File: src/hw/fault_wdog_pkg.sv
// Summary of operation
// - Trim reload bit set: software reset also reloads factory trim; clear: no reload.
// - Effective alarm level is polarity bit OR (shared pin AND NOT pin ADC enable).
// - Alarm level drives output during hardware reset and for faults selecting alarm voltage.
// - Pin ADC enable low: pin sets polarity, ADC sees ground; high: pin is ADC input.
// - Action codes: 0 none, 1 clear code, 2 alarm voltage, 3 high impedance.
// - Bits 15-14 act on self-diagnostic faults; reset value selects alarm voltage.
// - Bits 13-12 act on die temperature outside limits; reset value is none.
// - Bits 11-10 act on second input outside limits; reset value is none.
// - Bits 9-8 act on first input outside limits; reset value is none.
// - Bits 7-6 act on frame check or watchdog errors; reset value is none.
// - Bits 5-4 act on reference faults; reset value selects alarm voltage.
// - Bits 3-2 act on overheat error above 130 C; reset value is none.
// - Bits 1-0 act on overheat warning above 85 C; reset value is none.
// - Watchdog counts 1200 Hz ticks, oscillator divided by 1024; limits in ticks.
// - Enabled watchdog errors when timer exceeds upper limit; eight codes, default 3.
// - With lower limit off, a write to any register restarts the timer.
// - Lower limit codes: off, 64, 128, 512 ticks; resets to off.
// - Enable bit switches timer and checks off or on; resets to off.
// - Software reset starts only when the key value is written to the reset field.
package fault_wdog_pkg;
    localparam int ADDR_W = 7;
    localparam int DATA_W = 16;

    typedef struct packed {
        logic              wr;
        logic              rd;
        logic [ADDR_W-1:0] addr;
        logic [DATA_W-1:0] wdata;
    } reg_req_t;

    typedef enum logic [1:0] {
        ACT_NONE  = 2'h0,
        ACT_CLEAR = 2'h1,
        ACT_ALARM = 2'h2,
        ACT_HIZ   = 2'h3
    } fault_action_t;

    localparam logic [ADDR_W-1:0] OFS_SOFT_RESET = 7'h07;
    localparam logic [ADDR_W-1:0] OFS_MISC       = 7'h0b;
    localparam logic [ADDR_W-1:0] OFS_ACTION     = 7'h10;
    localparam logic [ADDR_W-1:0] OFS_WDT        = 7'h11;

    localparam logic [DATA_W-1:0] MISC_RST   = 16'h0000;
    localparam logic [DATA_W-1:0] ACTION_RST = 16'h8020;
    localparam logic [DATA_W-1:0] WDT_RST    = 16'h0018;

    localparam int MISC_TRIM_BIT   = 2;
    localparam int MISC_POL_BIT    = 1;
    localparam int MISC_PINADC_BIT = 0;
    localparam int WATCHDOG_UPPER_LIMIT_LSB      = 3;
    localparam int WATCHDOG_LOWER_LIMIT_LSB      = 1;
    localparam int WATCHDOG_ENABLE_BIT_BIT      = 0;
    localparam int MISC_USED_W     = 3;
    localparam int WDT_USED_W      = 6;

    // Fault source k owns action field bits [2k+1:2k].
    localparam int NUM_SRC            = 8;
    localparam int SRC_OVERHEAT_WARN  = 0;
    localparam int SRC_OVERHEAT_ERR   = 1;
    localparam int SRC_REFERENCE      = 2;
    localparam int SRC_FRAME_TIMEOUT  = 3;
    localparam int SRC_FIRST_INPUT    = 4;
    localparam int SRC_SECOND_INPUT   = 5;
    localparam int SRC_DIE_TEMP       = 6;
    localparam int SRC_SELF_DIAG      = 7;

    localparam logic [7:0] SOFT_RESET_KEY = 8'had;

    localparam int SYS_CLK_HZ  = 100_000_000;
    localparam int OSC_HZ      = 1_228_800;
    localparam int OSC_DIV     = 1024;
    localparam int TICK_HZ     = OSC_HZ / OSC_DIV;
    localparam int TICK_CYCLES = SYS_CLK_HZ / TICK_HZ;
    localparam int TICK_CNT_W  = 17;
    localparam int TIMER_W     = 13;

    localparam logic [7:0][TIMER_W-1:0] WATCHDOG_UPPER_LIMIT_TICKS = {13'h1800, 13'h1000, 13'h0c00, 13'h0800,
                                                        13'h0400, 13'h0200, 13'h0080, 13'h0040};
    localparam logic [3:0][TIMER_W-1:0] WATCHDOG_LOWER_LIMIT_TICKS = {13'h0200, 13'h0080, 13'h0040, 13'h0000};
endpackage : fault_wdog_pkg
File: src/hw/fault_action_and_window_watchdog.sv
`timescale 1ns/10ps
`default_nettype none
module fault_action_and_window_watchdog #(
    parameter int TICK_CYCLES = fault_wdog_pkg::TICK_CYCLES
) (
    input  wire logic                                   sys_clk,                   // System clock.
    input  wire logic                                   nrst,                      // Async reset, low.
    input  wire fault_wdog_pkg::reg_req_t               reg_req,                   // Register request.
    output logic [fault_wdog_pkg::DATA_W-1:0]           reg_rdata,                 // Read data.
    input  wire logic [fault_wdog_pkg::NUM_SRC-1:0]     fault_active,              // Alarm levels per source.
    input  wire logic                                   shared_polarity_input_pin, // Shared pin level.
    output logic                                        effective_alarm_level,     // Alarm output level.
    output fault_wdog_pkg::fault_action_t               dac_output_action,         // Output behaviour.
    output logic                                        shared_pin_adc_enable,     // Pin routed to ADC.
    output logic                                        wdt_error,                 // Watchdog error pulse.
    output logic                                        soft_reset,                // Software reset pulse.
    output logic                                        trim_reload_on_soft_reset  // Trim reload pulse.
);

    logic [fault_wdog_pkg::DATA_W-1:0]     misc_fault_config_r;
    logic [fault_wdog_pkg::DATA_W-1:0]     fault_action_select_r;
    logic [fault_wdog_pkg::DATA_W-1:0]     watchdog_window_config_r;
    logic [fault_wdog_pkg::DATA_W-1:0]     reg_rdata_r;
    logic [fault_wdog_pkg::DATA_W-1:0]     rdata_nxt;
    logic                                  pin_s1_r;
    logic                                  pin_s2_r;
    logic                                  level_r;
    logic                                  level_nxt;
    fault_wdog_pkg::fault_action_t         action_r;
    fault_wdog_pkg::fault_action_t         action_nxt;
    logic [fault_wdog_pkg::TICK_CNT_W-1:0] tick_cnt_r;
    logic                                  tick;
    logic [fault_wdog_pkg::TIMER_W-1:0]    timer_r;
    logic                                  overrun_r;
    logic                                  wdt_error_r;
    logic                                  soft_reset_r;
    logic                                  trim_reload_r;
    logic                                  key_write;
    logic                                  service;
    logic                                  early;
    logic                                  late;
    logic                                  watchdog_enable_bit;
    logic [1:0]                            lo_code;
    logic [2:0]                            up_code;
    logic [fault_wdog_pkg::TIMER_W-1:0]    up_ticks;
    logic [fault_wdog_pkg::TIMER_W-1:0]    lo_ticks;

    // Action field of one fault source.
    function automatic fault_wdog_pkg::fault_action_t field_of(input logic [15:0] act, input int idx);
        fault_wdog_pkg::fault_action_t f;
        f = fault_wdog_pkg::fault_action_t'(act[2*idx +: 2]);
        return f;
    endfunction : field_of

    assign watchdog_enable_bit   = watchdog_window_config_r[fault_wdog_pkg::WATCHDOG_ENABLE_BIT_BIT];
    assign lo_code  = watchdog_window_config_r[fault_wdog_pkg::WATCHDOG_LOWER_LIMIT_LSB +: 2];
    assign up_code  = watchdog_window_config_r[fault_wdog_pkg::WATCHDOG_UPPER_LIMIT_LSB +: 3];
    assign up_ticks = fault_wdog_pkg::WATCHDOG_UPPER_LIMIT_TICKS[up_code];
    assign lo_ticks = fault_wdog_pkg::WATCHDOG_LOWER_LIMIT_TICKS[lo_code];

    assign key_write = reg_req.wr && reg_req.addr == fault_wdog_pkg::OFS_SOFT_RESET
                       && reg_req.wdata[7:0] == fault_wdog_pkg::SOFT_RESET_KEY;

    // Register writes. A key write returns the configuration to its reset values.
    always_ff @(posedge sys_clk or negedge nrst) begin
        if (!nrst) begin
            misc_fault_config_r      <= fault_wdog_pkg::MISC_RST;
            fault_action_select_r    <= fault_wdog_pkg::ACTION_RST;
            watchdog_window_config_r <= fault_wdog_pkg::WDT_RST;
        end else if (key_write) begin
            misc_fault_config_r      <= fault_wdog_pkg::MISC_RST;
            fault_action_select_r    <= fault_wdog_pkg::ACTION_RST;
            watchdog_window_config_r <= fault_wdog_pkg::WDT_RST;
        end else if (reg_req.wr) begin
            if (reg_req.addr == fault_wdog_pkg::OFS_MISC) begin
                misc_fault_config_r <= {13'h0000, reg_req.wdata[fault_wdog_pkg::MISC_USED_W-1:0]};
            end
            if (reg_req.addr == fault_wdog_pkg::OFS_ACTION) begin
                fault_action_select_r <= reg_req.wdata;
            end
            if (reg_req.addr == fault_wdog_pkg::OFS_WDT) begin
                watchdog_window_config_r <= {10'h000, reg_req.wdata[fault_wdog_pkg::WDT_USED_W-1:0]};
            end
        end
    end

    always_comb begin
        rdata_nxt = reg_rdata_r;
        if (reg_req.rd) begin
            unique case (reg_req.addr)
                fault_wdog_pkg::OFS_MISC:   rdata_nxt = misc_fault_config_r;
                fault_wdog_pkg::OFS_ACTION: rdata_nxt = fault_action_select_r;
                fault_wdog_pkg::OFS_WDT:    rdata_nxt = watchdog_window_config_r;
                default:                    rdata_nxt = 16'h0000;
            endcase
        end
    end

    always_ff @(posedge sys_clk or negedge nrst) begin
        if (!nrst) begin
            reg_rdata_r <= 16'h0000;
        end else begin
            reg_rdata_r <= rdata_nxt;
        end
    end

    // Software reset strobes; the trim bit is sampled as it stood before the key write.
    always_ff @(posedge sys_clk or negedge nrst) begin
        if (!nrst) begin
            soft_reset_r  <= 1'b0;
            trim_reload_r <= 1'b0;
        end else begin
            soft_reset_r  <= key_write;
            trim_reload_r <= key_write && misc_fault_config_r[fault_wdog_pkg::MISC_TRIM_BIT];
        end
    end

    // The shared pin is asynchronous to sys_clk.
    always_ff @(posedge sys_clk or negedge nrst) begin
        if (!nrst) begin
            pin_s1_r <= 1'b0;
            pin_s2_r <= 1'b0;
        end else begin
            pin_s1_r <= shared_polarity_input_pin;
            pin_s2_r <= pin_s1_r;
        end
    end

    // With the pin given to the ADC its level is masked off the polarity.
    assign level_nxt = misc_fault_config_r[fault_wdog_pkg::MISC_POL_BIT]
                       | (pin_s2_r & ~misc_fault_config_r[fault_wdog_pkg::MISC_PINADC_BIT]);

    // Among active sources the strongest action wins: high impedance over alarm over clear.
    always_comb begin
        action_nxt = fault_wdog_pkg::ACT_NONE;
        for (int k = 0; k < fault_wdog_pkg::NUM_SRC; k++) begin
            if (fault_active[k] && field_of(fault_action_select_r, k) > action_nxt) begin
                action_nxt = field_of(fault_action_select_r, k);
            end
        end
    end

    // Hardware reset shows the alarm action; the level flop can only hold a constant then.
    always_ff @(posedge sys_clk or negedge nrst) begin
        if (!nrst) begin
            level_r  <= 1'b0;
            action_r <= fault_wdog_pkg::ACT_ALARM;
        end else begin
            level_r  <= level_nxt;
            action_r <= action_nxt;
        end
    end

    // Servicing writes; with the window on, only the watchdog register counts.
    assign service = reg_req.wr && (lo_code == 2'h0 || reg_req.addr == fault_wdog_pkg::OFS_WDT);
    assign early   = lo_code != 2'h0 && timer_r < lo_ticks;
    assign late    = timer_r > up_ticks && !overrun_r;

    // The divider restarts on service so every interval starts on a tick boundary.
    always_ff @(posedge sys_clk or negedge nrst) begin
        if (!nrst) begin
            tick_cnt_r <= '0;
        end else if (!watchdog_enable_bit || service || tick) begin
            tick_cnt_r <= '0;
        end else begin
            tick_cnt_r <= tick_cnt_r + 17'h00001;
        end
    end

    assign tick = tick_cnt_r == fault_wdog_pkg::TICK_CNT_W'(TICK_CYCLES - 1);

    // The timer stops one past the upper limit so a late error is raised only once.
    always_ff @(posedge sys_clk or negedge nrst) begin
        if (!nrst) begin
            timer_r <= '0;
        end else if (!watchdog_enable_bit) begin
            timer_r <= '0;
        end else if (service) begin
            timer_r <= '0;
        end else if (tick && timer_r <= up_ticks) begin
            timer_r <= timer_r + 13'h0001;
        end
    end

    always_ff @(posedge sys_clk or negedge nrst) begin
        if (!nrst) begin
            overrun_r   <= 1'b0;
            wdt_error_r <= 1'b0;
        end else begin
            overrun_r   <= watchdog_enable_bit && !service && (overrun_r || timer_r > up_ticks);
            wdt_error_r <= watchdog_enable_bit && ((service && early) || late);
        end
    end

    assign reg_rdata                 = reg_rdata_r;
    assign effective_alarm_level     = level_r;
    assign dac_output_action         = action_r;
    assign shared_pin_adc_enable     = misc_fault_config_r[fault_wdog_pkg::MISC_PINADC_BIT];
    assign wdt_error                 = wdt_error_r;
    assign soft_reset                = soft_reset_r;
    assign trim_reload_on_soft_reset = trim_reload_r;

    property p_trim_reload;
        @(posedge sys_clk) disable iff (!nrst)
        key_write && misc_fault_config_r[fault_wdog_pkg::MISC_TRIM_BIT] |=> trim_reload_r && soft_reset_r;
    endproperty
    a_trim_reload: assert property (p_trim_reload) else $error("trim reload missing");

    property p_no_trim_reload;
        @(posedge sys_clk) disable iff (!nrst)
        !misc_fault_config_r[fault_wdog_pkg::MISC_TRIM_BIT] |=> !trim_reload_r;
    endproperty
    a_no_trim_reload: assert property (p_no_trim_reload) else $error("unexpected trim reload");

    property p_level;
        @(posedge sys_clk) disable iff (!nrst)
        $stable(misc_fault_config_r) && $stable(pin_s2_r) |=>
            effective_alarm_level == ($past(misc_fault_config_r[1]) | ($past(pin_s2_r) & ~$past(misc_fault_config_r[0])));
    endproperty
    a_level: assert property (p_level) else $error("alarm level wrong");

    property p_pin_ignored;
        @(posedge sys_clk) disable iff (!nrst)
        misc_fault_config_r[0] && !misc_fault_config_r[1] && $stable(misc_fault_config_r) |=> !effective_alarm_level;
    endproperty
    a_pin_ignored: assert property (p_pin_ignored) else $error("pin leaks into level");

    property p_hiz_wins;
        @(posedge sys_clk) disable iff (!nrst)
        (fault_active & {fault_action_select_r[15], fault_action_select_r[13], fault_action_select_r[11],
                         fault_action_select_r[9], fault_action_select_r[7], fault_action_select_r[5],
                         fault_action_select_r[3], fault_action_select_r[1]}
                      & {fault_action_select_r[14], fault_action_select_r[12], fault_action_select_r[10],
                         fault_action_select_r[8], fault_action_select_r[6], fault_action_select_r[4],
                         fault_action_select_r[2], fault_action_select_r[0]}) != 8'h00
        |=> dac_output_action == fault_wdog_pkg::ACT_HIZ;
    endproperty
    a_hiz_wins: assert property (p_hiz_wins) else $error("high impedance not selected");

    property p_alarm_self_diag;
        @(posedge sys_clk) disable iff (!nrst)
        fault_active == 8'h80 && fault_action_select_r[15:14] == 2'h2 |=> dac_output_action == fault_wdog_pkg::ACT_ALARM;
    endproperty
    a_alarm_self_diag: assert property (p_alarm_self_diag) else $error("alarm action not applied");

    property p_quiet;
        @(posedge sys_clk) disable iff (!nrst)
        fault_active == 8'h00 |=> dac_output_action == fault_wdog_pkg::ACT_NONE;
    endproperty
    a_quiet: assert property (p_quiet) else $error("action without fault");

    property p_defaults_after_key;
        @(posedge sys_clk) disable iff (!nrst)
        key_write |=> fault_action_select_r == 16'h8020 && watchdog_window_config_r == 16'h0018;
    endproperty
    a_defaults_after_key: assert property (p_defaults_after_key) else $error("defaults not restored");

    property p_key_only;
        @(posedge sys_clk) disable iff (!nrst)
        reg_req.wr && reg_req.addr == 7'h07 && reg_req.wdata[7:0] != 8'had |=> !soft_reset_r;
    endproperty
    a_key_only: assert property (p_key_only) else $error("soft reset without key");

    property p_disabled_idle;
        @(posedge sys_clk) disable iff (!nrst)
        !watchdog_enable_bit |=> timer_r == 13'h0000 && !wdt_error_r;
    endproperty
    a_disabled_idle: assert property (p_disabled_idle) else $error("watchdog active while off");

    property p_restart;
        @(posedge sys_clk) disable iff (!nrst)
        watchdog_enable_bit && reg_req.wr && lo_code == 2'h0 && !key_write |=> timer_r == 13'h0000;
    endproperty
    a_restart: assert property (p_restart) else $error("timer not restarted");

    property p_other_write_ignored;
        @(posedge sys_clk) disable iff (!nrst)
        watchdog_enable_bit && lo_code != 2'h0 && reg_req.wr && reg_req.addr != 7'h11 && reg_req.addr != 7'h07
            && !tick && timer_r != 13'h0000 |=> timer_r == $past(timer_r);
    endproperty
    a_other_write_ignored: assert property (p_other_write_ignored) else $error("foreign write served");

    property p_early_error;
        @(posedge sys_clk) disable iff (!nrst)
        watchdog_enable_bit && lo_code != 2'h0 && reg_req.wr && reg_req.addr == 7'h11 && timer_r < lo_ticks
        |=> wdt_error_r && timer_r == 13'h0000;
    endproperty
    a_early_error: assert property (p_early_error) else $error("early service not flagged");

    property p_late_error;
        @(posedge sys_clk) disable iff (!nrst)
        watchdog_enable_bit && $rose(overrun_r) |-> wdt_error_r && $past(timer_r) == up_ticks + 13'h0001;
    endproperty
    a_late_error: assert property (p_late_error) else $error("overrun not flagged at limit");

    property p_tick_spacing;
        @(posedge sys_clk) disable iff (!nrst)
        tick |=> !tick;
    endproperty
    a_tick_spacing: assert property (p_tick_spacing) else $error("tick too frequent");

endmodule : fault_action_and_window_watchdog
`default_nettype wire

File: config.mk
export PLATFORM = sky130hd
export DESIGN_NAME = fault_action_and_window_watchdog
export DESIGN_NICKNAME = d
export VERILOG_FILES = /design/src/hw/fault_wdog_pkg.sv /design/src/hw/fault_action_and_window_watchdog.sv
export SDC_FILE = /design/constraint.sdc
export NUM_CORES = 1
export LEC_CHECK = 0
export BUFFER_PORTS_ARGS = -buffer_cell sky130_fd_sc_hd__buf_2
export CELL_PAD_IN_SITES_DETAIL_PLACEMENT = 0
export CELL_PAD_IN_SITES_GLOBAL_PLACEMENT = 2
export CORE_UTILIZATION = 39
export DETAILED_ROUTE_END_ITERATION = 6
export GPL_ROUTABILITY_DRIVEN = 0
export PLACE_DENSITY_LB_ADDON = 0.1
export SETUP_SLACK_MARGIN = 0.5
export SYNTH_ARGS = -nofsm -noshare
export SYNTH_HDL_FRONTEND = slang
export SYNTH_SLANG_ARGS = --single-unit
export TNS_END_PERCENT = 30
File: constraint.sdc
create_clock -name sys_clk -period 18.29 [get_ports sys_clk]
set_input_delay 1.829 -clock sys_clk [delete_from_list [all_inputs] [get_ports sys_clk]]
set_output_delay 1.829 -clock sys_clk [all_outputs]
set_load 0.05 [all_outputs]
[Word level (Yosys, flattened, before mapping)]
Memories as Yosys holds them, arrays and structs flattened.
Index checks and enable logic that the tools add are counted.
Operators by class
  $lt $le $gt $ge: 13
  $add $sub $neg: 2
  bitwise logic cells: 3
  equal/unequal tests: 7
  muxes and demuxes: 25
  reductions and logical operators: 36
Operators by type and width (number)
  2-to-1 mux 16 bit: 9
  2-to-1 mux 13 bit: 5
  one-hot mux 16 bit (3 select lines): 1
  binary-select mux 13 bit (select 2 bit): 1
  logical AND 1 bit: 19
  adder 17 x 1 -> 17 bit (second input constant): 1
  == test 17 bit (second input constant): 1
  2-to-1 mux 17 bit: 1
  2-to-1 mux 2 bit: 8
  == test 7 x 5 -> 1 bit (second input constant): 2
  > comparator 2 bit: 7
  adder 13 x 1 -> 13 bit (second input constant): 1
  > comparator 13 bit: 1
  less-or-equal comparator 13 bit: 1
  less-than comparator 13 bit: 1
  nonzero test 2 bit: 5
  == test 8 bit (second input constant): 1
  == test 7 x 3 -> 1 bit (second input constant): 1
  == test 7 x 4 -> 1 bit (second input constant): 1
  AND reduction 2 bit: 3
  logical OR 1 bit: 5
  less-than comparator 3 x 4 -> 1 bit (second input constant): 1
  logical NOT 1 bit: 3
  less-than comparator 2 x 3 -> 1 bit (second input constant): 1
  other kinds (6): 6
Storage, ports and cells
  bits of input ports: 36
  register bits after elaboration: 103
  bits in read-only memories: 104
  memories: 1
  logic and storage cells: 101
  output and inout bits: 23
Memories
  (name not given): depth 8, width 13, rd ports 1, clocked after memory_dff 0, write ports 0, RTL line fault_action_and_window_watchdog.sv:58  | assign up_ticks = fault_wdog_pkg::WATCHDOG_UPPER_LIMIT_TICKS[up_code];

[Logic depth before layout (Yosys ltp)]
Gate-level depths: netlist (run 1).
  depth in word-level cells: 24
  mapped depth: 35
  mapped depth without buffers: 35

[Worst setup path before layout (run 1)]
No wires, ideal clock.
  kind: input-to-reg
  start: input port fault_active[0] (netlist bit)
  end: register action_r[0] (netlist: dac_output_action[0])
  library setup time: 0.125 ns
  slack: 9.761 ns
  path buffers: 0
  arrival: 8.405 ns
  cell stages on the path: 34
  data required time: 18.165 ns
  cell sequence: and2_1 ha_1 a21boi_0 o21a_1 mux2_2 ha_1 o21bai_1 a31oi_1 mux2i_1 o221a_2 ha_1 nor2_1 maj3_1 nand3_1 and2_1 ha_1 nor2_1 nand2_1 o2bb2ai_1 mux2_2 ha_1 nor4_1 a22oi_1 nand4b_1 o211ai_1 ha_1 nor2_1 maj3_1 and3_1 a31oi_1 ha_1 nor2b_1 o211ai_1 mux2_2
Between the ends
  word-level cells in the longest chain between the ends: 23
RTL lines
  start, declared: RTL line fault_action_and_window_watchdog.sv:10  | input wire logic [fault_wdog_pkg::NUM_SRC-1:0] fault_active,
  logical AND 1 bit *: RTL line fault_action_and_window_watchdog.sv:137  | if (fault_active[k] && field_of(fault_action_select_r, k) > action_nxt) begin
  2-to-1 mux 2 bit *: RTL line fault_action_and_window_watchdog.sv:137
  > comparator 2 bit: RTL line fault_action_and_window_watchdog.sv:137
  logical AND 1 bit: RTL line fault_action_and_window_watchdog.sv:137
  2-to-1 mux 2 bit *: RTL line fault_action_and_window_watchdog.sv:137
  > comparator 2 bit: RTL line fault_action_and_window_watchdog.sv:137
  logical AND 1 bit: RTL line fault_action_and_window_watchdog.sv:137
  2-to-1 mux 2 bit *: RTL line fault_action_and_window_watchdog.sv:137
  [... 8 more ...]
  2-to-1 mux 2 bit *: RTL line fault_action_and_window_watchdog.sv:137
  > comparator 2 bit: RTL line fault_action_and_window_watchdog.sv:137
  logical AND 1 bit: RTL line fault_action_and_window_watchdog.sv:137
  2-to-1 mux 2 bit *: RTL line fault_action_and_window_watchdog.sv:137
  > comparator 2 bit: RTL line fault_action_and_window_watchdog.sv:137
  logical AND 1 bit: RTL line fault_action_and_window_watchdog.sv:137
  2-to-1 mux 2 bit *: RTL line fault_action_and_window_watchdog.sv:137
  named net action_nxt[0]: RTL line fault_action_and_window_watchdog.sv:30  | fault_wdog_pkg::fault_action_t action_nxt;
  end signal, assigned: RTL line fault_action_and_window_watchdog.sv:147  | action_r <= fault_wdog_pkg::ACT_ALARM;
  end signal, assigned: RTL line fault_action_and_window_watchdog.sv:150  | action_r <= action_nxt;
  end, declared: RTL line fault_action_and_window_watchdog.sv:29  | fault_wdog_pkg::fault_action_t action_r;
Mark *: on every way through the listed nets, which the timed path passes. The rest lies on a longest branch.
A chain may end at the register's enable or synchronous reset.

[Worst setup path in the final report (run 1)]
Same ends and word-level chain as after synthesis.

==> results of run 1 <==
## synthesized netlist by cell type (3+ instances only)
cell type,number
xnor2_1,19
a21boi_0,4
nor4b_1,4
nand4_1,5
nor4_1,5
a31oi_1,3
mux2i_1,4
o211ai_1,3
nor2b_1,6
and3_1,6
a22o_1,3
nand2_1,54
o21ai_0,30
inv_1,35
nor3_1,12
xor2_1,8
dfstp_2,5
or3_1,3
o21bai_1,3
dfrtp_1,75
nand3_1,25
and2_1,8
clkbuf_1,10
ha_1,20
mux2_2,7
a21oi_1,12
nor2_1,50
nand4b_1,3
o22ai_1,4
nor4bb_1,3
## power by group through the flow
stage | registers (uW) | clock network (uW) | logic, uW
after floorplan | 207 | 0 | 53.1
after global placement | 198 | 0 | 85.4
after detailed placement | 198 | 0 | 88.6
after CTS | 195 | 137 | 89.1
after global routing | 196 | 144 | 98.1
final | 195 | 133 | 88.3
## worst min path at each step
stage / slack (ns) / depth (start not counted) / from / endpoint
after detailed placement: 0.35 / 0 / pin_s1_r / pin_s2_r
after floorplan: 0.33 / 0 / pin_s1_r / pin_s2_r
after global placement: 0.34 / 0 / pin_s1_r / pin_s2_r
final: 0.36 / 0 / pin_s1_r / pin_s2_r
after CTS: 0.36 / 0 / pin_s1_r / pin_s2_r
after global routing: 0.37 / 0 / pin_s1_r / pin_s2_r
## kinds of logic after synthesis
kind of cell | count (synthesis) | share of synthesized area
DFF | 80 | 0.4609
xor gates and xnor gates | 27 | 0.05428
adders and majority gates | 22 | 0.06203
and+or+nand+nor | 199 | 0.2338
buffers and inverters | 48 | 0.04337
muxes | 11 | 0.02728
AOI/OAI and AO/OA | 81 | 0.1183
## area by class of cell
type,count,share of cell area
Multi-Input combinational cell,340,0.4343
Sequential cell,80,0.4039
Timing Repair Buffer,59,0.06039
Tap cell,140,0.03523
Clock buffer,11,0.02843
Inverter,35,0.02642
Clock inverter,5,0.01132
## worst reg2reg max path: cells and delay by family (launching register included)
| family | cells | cell delay (ns) |
|---|---|---|
| compound gates | 10 | 2.14 |
| fa+ha+maj | 9 | 2.53 |
| flops | 1 | 0.40 |
| mux | 4 | 1.21 |
| simple gates | 11 | 1.52 |
## layout by cell type (no fill, tap or decap), types with 4 or more instances in the layout
cell and n:
a21boi_0 4, a21oi_1 12, and2_1 8, and3_1 6
buf_2 57, clkbuf_8 10, dfrtp_1 75, dfstp_2 5
ha_1 20, inv_1 35, mux2_2 7, mux2i_1 4
nand2_1 54, nand3_1 25, nand4_1 5, nor2_1 50
nor2b_1 6, nor3_1 12, nor4_1 5, nor4b_1 4
o21ai_0 30, o22ai_1 4, xnor2_1 19, xor2_1 8
## registers in the layout, summed over array words and instances (netlist names), 2 cells and up
name                      count
timer_r                      13
misc_fault_config_r           3
reg_rdata                    16
fault_action_select_r        16
dac_output_action             2
watchdog_window_config_r      6
tick_cnt_r                   17
## metal layers
layer	global-route usage	vias to the layer above
li1	-	1737
met1	0.2935	1657
met2	0.2894	65
met3	0.02906	19
met4	0.08708	0
met5	0	-
## stage by stage
stage	setup WS (ns)	utilization	cell area, sq um
6_report	9.293	0.4587	4972
5_1_grt	8.823	0.4587	4972
2_1_floorplan	9.761	-	4357
4_1_cts	9.350	0.4587	4972
3_5_place_dp	8.974	0.4404	4775
3_3_place_gp	9.319	0.4404	4775
==> results.yml, run 1 <==
global_route:
  grt_max_degree: 56
  grt_pass1_wl_um: 17570
  grt_pass1_vias: 3360
  grt_usage: 0.1997
  antenna_found_initial: 0
  grt.overflow.total: 0
synthesis:
  async_flop_share: 1.000
  ys_ff_latch: 80
  synth_area_leaders: "dfrtp_1, ha_1, nand2_1"
  yosys.cell_types.count: 59
  synthFlopType: "dfrtp_1"
  synth_top_area_cell: "dfrtp_1"
  synthesis.area_sq_um: 4357
  avgSynthCellArea_sq_um: 9.309
  ys_warn_count: 0
  synth_top_area_frac: 0.4308
  synthCells: 468
  synth-edff-count: 0
  seq_area_frac_synth: 0.4609
  synth_nets: 524
pwr:
  powerDensity_nw_per_um2: 83.62
  power.share.sequential: 0.468
  swShare: 0.3063
  pwr-share-comb: 0.212
  p_leak_uw: 0.002231
  max-vdd-ir-drop_mv: 0.04039
  switchingPower_uw: 127.3
  power_uw: 415.8
  intPower_uw: 288.4
  clockPowerShare: 0.319
floorplan:
  die_h_um: 107.7
  rows: 38
  start_util: 0.4019
  boundaryPins: 59
  die_w_um: 107.7
  core_region_area_sq_um: 10840
  die_area_sq_um: 11600
place:
  dp_cells: 654
  post-dp-hpwl_um: 7722
  io_buffers: 58
worst_setup_path:
  r2r_setup_slack_ns: 10.44
  worstReg2RegStart: "fault_action_select_r[1]"
  slowest_stage: "mux2_2"
  cp_common_cell: "ha_1"
  path_buf_inv: 1
  end_kind: "flip-flop"
  critPathRequiredTime_ns: 18.53
  crit_family: "adder cells"
  crit_cells: 35
  reg2reg_depth: 34
  worst-path-max-fanout: 6
  worstSetupPathType: "in2reg"
  r2r-end: "dac_output_action[0]"
  start_kind: "input port"
  worstPathArrival_ns: 9.24
  startpoint: "fault_active[0]"
  endpoint: "dac_output_action[0]"
  slowest_delay_ns: 0.38
timing:
  max_slew.worst_pin.slew_ns: 0.8360
  fin_skew_ns: 0.01343
  grt_setup_unrepaired: "no"
  fmax_mhz: 111.1
  whs_ns: 0.3582
  min_period_ns: 8.997
  setup_tns_ns: 0
  slew_violations: 0
  final.period_utilization: 0.4919
  relSlewSlack: 0.4426
  setup_violations: 0
  hold_violations: 0
detailed_routing:
  first_iter_violations: 169
  viasPerCell: 5.191
  met1_length_um: 5485
  via_count: 3478
  dr_wl_met2_um: 4551
  drc_errors: 0
  wl_met3_um: 346
  routed_wl_um: 10640
  wire_per_inst_um: 15.88
  firstDrtPassIters: 4
  final_antenna_net_count: 0
  dr.max_layer_used: "met4"
clocking:
  clockRootBuffer: "clkbuf_8"
  postCtsHoldBufs: 0
  htree_levels: 3
  clock_path_buffers: 2
  cts_sinks: 80
  cts_resized: 0
  clk_pin_slew_ns: 0.09
  cts_tree: "yes"
  cts_buffers: 9
  cts_setup_buffers: 0
  clk_latency_ns: 0.35
worst_hold_path:
  hold_path.class: "reg2reg"
final_layout:
  nets: 581
  nFillCells: 1074
  instances_no_fill: 670
  seqCellArea_sq_um: 2008
  syn_to_final_growth_pct: 14.13
  final_layout_size_suffix_gt1_frac: 0.1811
  antenna_cells: 0
  multiInputGateArea_sq_um: 2160
outcome:
  status: "finished clean"
run:
  cap_violations: 0
Note: power is estimated with default switching activity, not from simulation.
==> run 2: changes to the inputs <==
--- a/config.mk
+++ b/config.mk
@@ -8,7 +8,7 @@
 export BUFFER_PORTS_ARGS = -buffer_cell sky130_fd_sc_hd__buf_2
 export CELL_PAD_IN_SITES_DETAIL_PLACEMENT = 0
 export CELL_PAD_IN_SITES_GLOBAL_PLACEMENT = 2
-export CORE_UTILIZATION = 39
+export CORE_UTILIZATION = 36
 export DETAILED_ROUTE_END_ITERATION = 6
 export GPL_ROUTABILITY_DRIVEN = 0
 export PLACE_DENSITY_LB_ADDON = 0.1
==> constraint.sdc (replaced) <==
create_clock -name sys_clk -period 9.45 [get_ports sys_clk]
set_input_delay 0.945 -clock sys_clk [delete_from_list [all_inputs] [get_ports sys_clk]]
set_output_delay 0.945 -clock sys_clk [all_outputs]
set_load 0.05 [all_outputs]
==> run 2 against run 1 <==
Compared with the run above:
- via count up 0.23%
- sequential power rose by 93%
- the run now ends with DRC left
- largest cell class unchanged
- clock power grew to 2.7 times the previous value
- first-iteration DRC count increased by 25%
- critical path type unchanged
- largest power group unchanged
==> results.yml, run 2 (synthesized netlist as in run 1, its figures left out) <==
place:
  io_buffers: 58
  dp_cells: 657
  post-dp-hpwl_um: 7771
  dpl_cell_area_sq_um: 4778
  place_ws_ns: 0.9116
worst_setup_path:
  cp_common_cell: "ha_1"
  path_buf_inv: 1
  crit_family: "adder cells"
  start_kind: "input port"
  slowest_stage: "mux2_2"
  end_kind: "flip-flop"
  slowest_delay_ns: 0.37
  critPathRequiredTime_ns: 9.67
  worst-path-max-fanout: 6
  worstPathArrival_ns: 8.44
  worstSetupPathType: "in2reg"
timing:
  min_period_ns: 8.215
  setup_tns_ns: 0
  grt_setup_unrepaired: "no"
  hold_violations: 0
  fin_skew_ns: 0.006357
  fmax_mhz: 121.7
  final.period_utilization: 0.8693
  max_slew.worst_pin.slew_ns: 0.8652
  fin_ws_ns: 1.235
  setup_violations: 0
  slew_violations: 0
  relSlewSlack: 0.4232
global_route:
  grt_usage: 0.1890
  grt_pass1_vias: 3497
  antenna_found_initial: 0
  grt_max_degree: 63
  grt.overflow.total: 0
  grt_pass1_wl_um: 18400
floorplan:
  core_region_area_sq_um: 11610
  die_h_um: 112.0
  boundaryPins: 59
  start_util: 0.3751
  die_area_sq_um: 12550
  rows: 39
  die_w_um: 112.0
final_layout:
  antenna_cells: 0
  multiInputGateArea_sq_um: 2160
  regMostFlops: "tick_cnt_r"
  nets: 581
  largest_reg_flops: 17
  syn_to_final_growth_pct: 16.74
  final_cell_mix: "dfrtp_1, buf_2, nand2_1, nor2_1, inv_1"
  nFillCells: 1159
  layout_commonest_cell: "dfrtp_1"
  fin_util: 0.4379
  seqCellArea_sq_um: 2008
  instances_no_fill: 673
  final_layout_size_suffix_gt1_frac: 0.1830
  design_area_sq_um: 5086
detailed_routing:
  via_count: 3486
  firstDrtPassIters: 7
  drc_errors: 2
  wire_per_inst_um: 16.37
  final_antenna_net_count: 0
  first_iter_violations: 212
  viasPerCell: 5.180
  routed_wl_um: 11020
clocking:
  clk_latency_ns: 0.34
  clk_pin_slew_ns: 0.06
  htree_levels: 3
  cts_setup_buffers: 0
  clock_path_buffers: 2
  cts_tree: "yes"
  cts_resized: 0
  clockRootBuffer: "clkbuf_16"
  postCtsHoldBufs: 0
  cts_buffers: 9
  cts_sinks: 80
pwr:
  p_leak_uw: 0.002279
  powerDensity_nw_per_um2: 178.6
  max-vdd-ir-drop_mv: 0.08173
outcome:
  status: "finished, violations left"
  violations: "DRC"
worst_hold_path:
  hold_path.class: "reg2reg"
run:
  cap_violations: 0
-- run 2: final timing paths --
check	start	endpoint	slack (ns)	cells after the start
max	fault_active[0]	dac_output_action[0]	1.24	35
min	pin_s1_r	pin_s2_r	0.35	0
max reg2reg	fault_action_select_r[1]	dac_output_action[0]	1.53	34
min reg2reg	pin_s1_r	pin_s2_r	0.35	0
max in group asynchronous	nrst	fault_action_select_r[9]	7.87	2
min in group asynchronous	nrst	timer_r[9]	0.47	1
-- run 2: metal layers --
metal,part of all wire,vias to the layer above,track usage
li1,-,1737,-
met1,0.51,1683,0.2753
met2,0.44,57,0.2841
met3,0.035,9,0.03888
met4,0.011,0,0.05511
met5,0,-,0
-- run 2: final cells by class --
class                      instances  share of cell area
multi-input combinational        340              0.4246
clock inverter                     5             0.01082
timing repair buffer              59             0.05904
sequential                        80              0.3948
clock buffer                      11             0.04969
inverter                          35             0.02583
tap                              143             0.03518
-- run 2: power breakdown --
part	internal [uW]	total (uW)	switching, uW
clock	218	360	142
sequential	363	377	14.3
combinational	66.9	171	105
total	648	909	261
-- run 2: through the flow --
step	power (uW)	hold slack (ns)
after global routing	962.5	0.3678
after global placement	549.3	0.3409
after floorplan	503.9	0.3312
after detailed placement	555.0	0.3425
after CTS	921.9	0.3565
final	908.6	0.3546
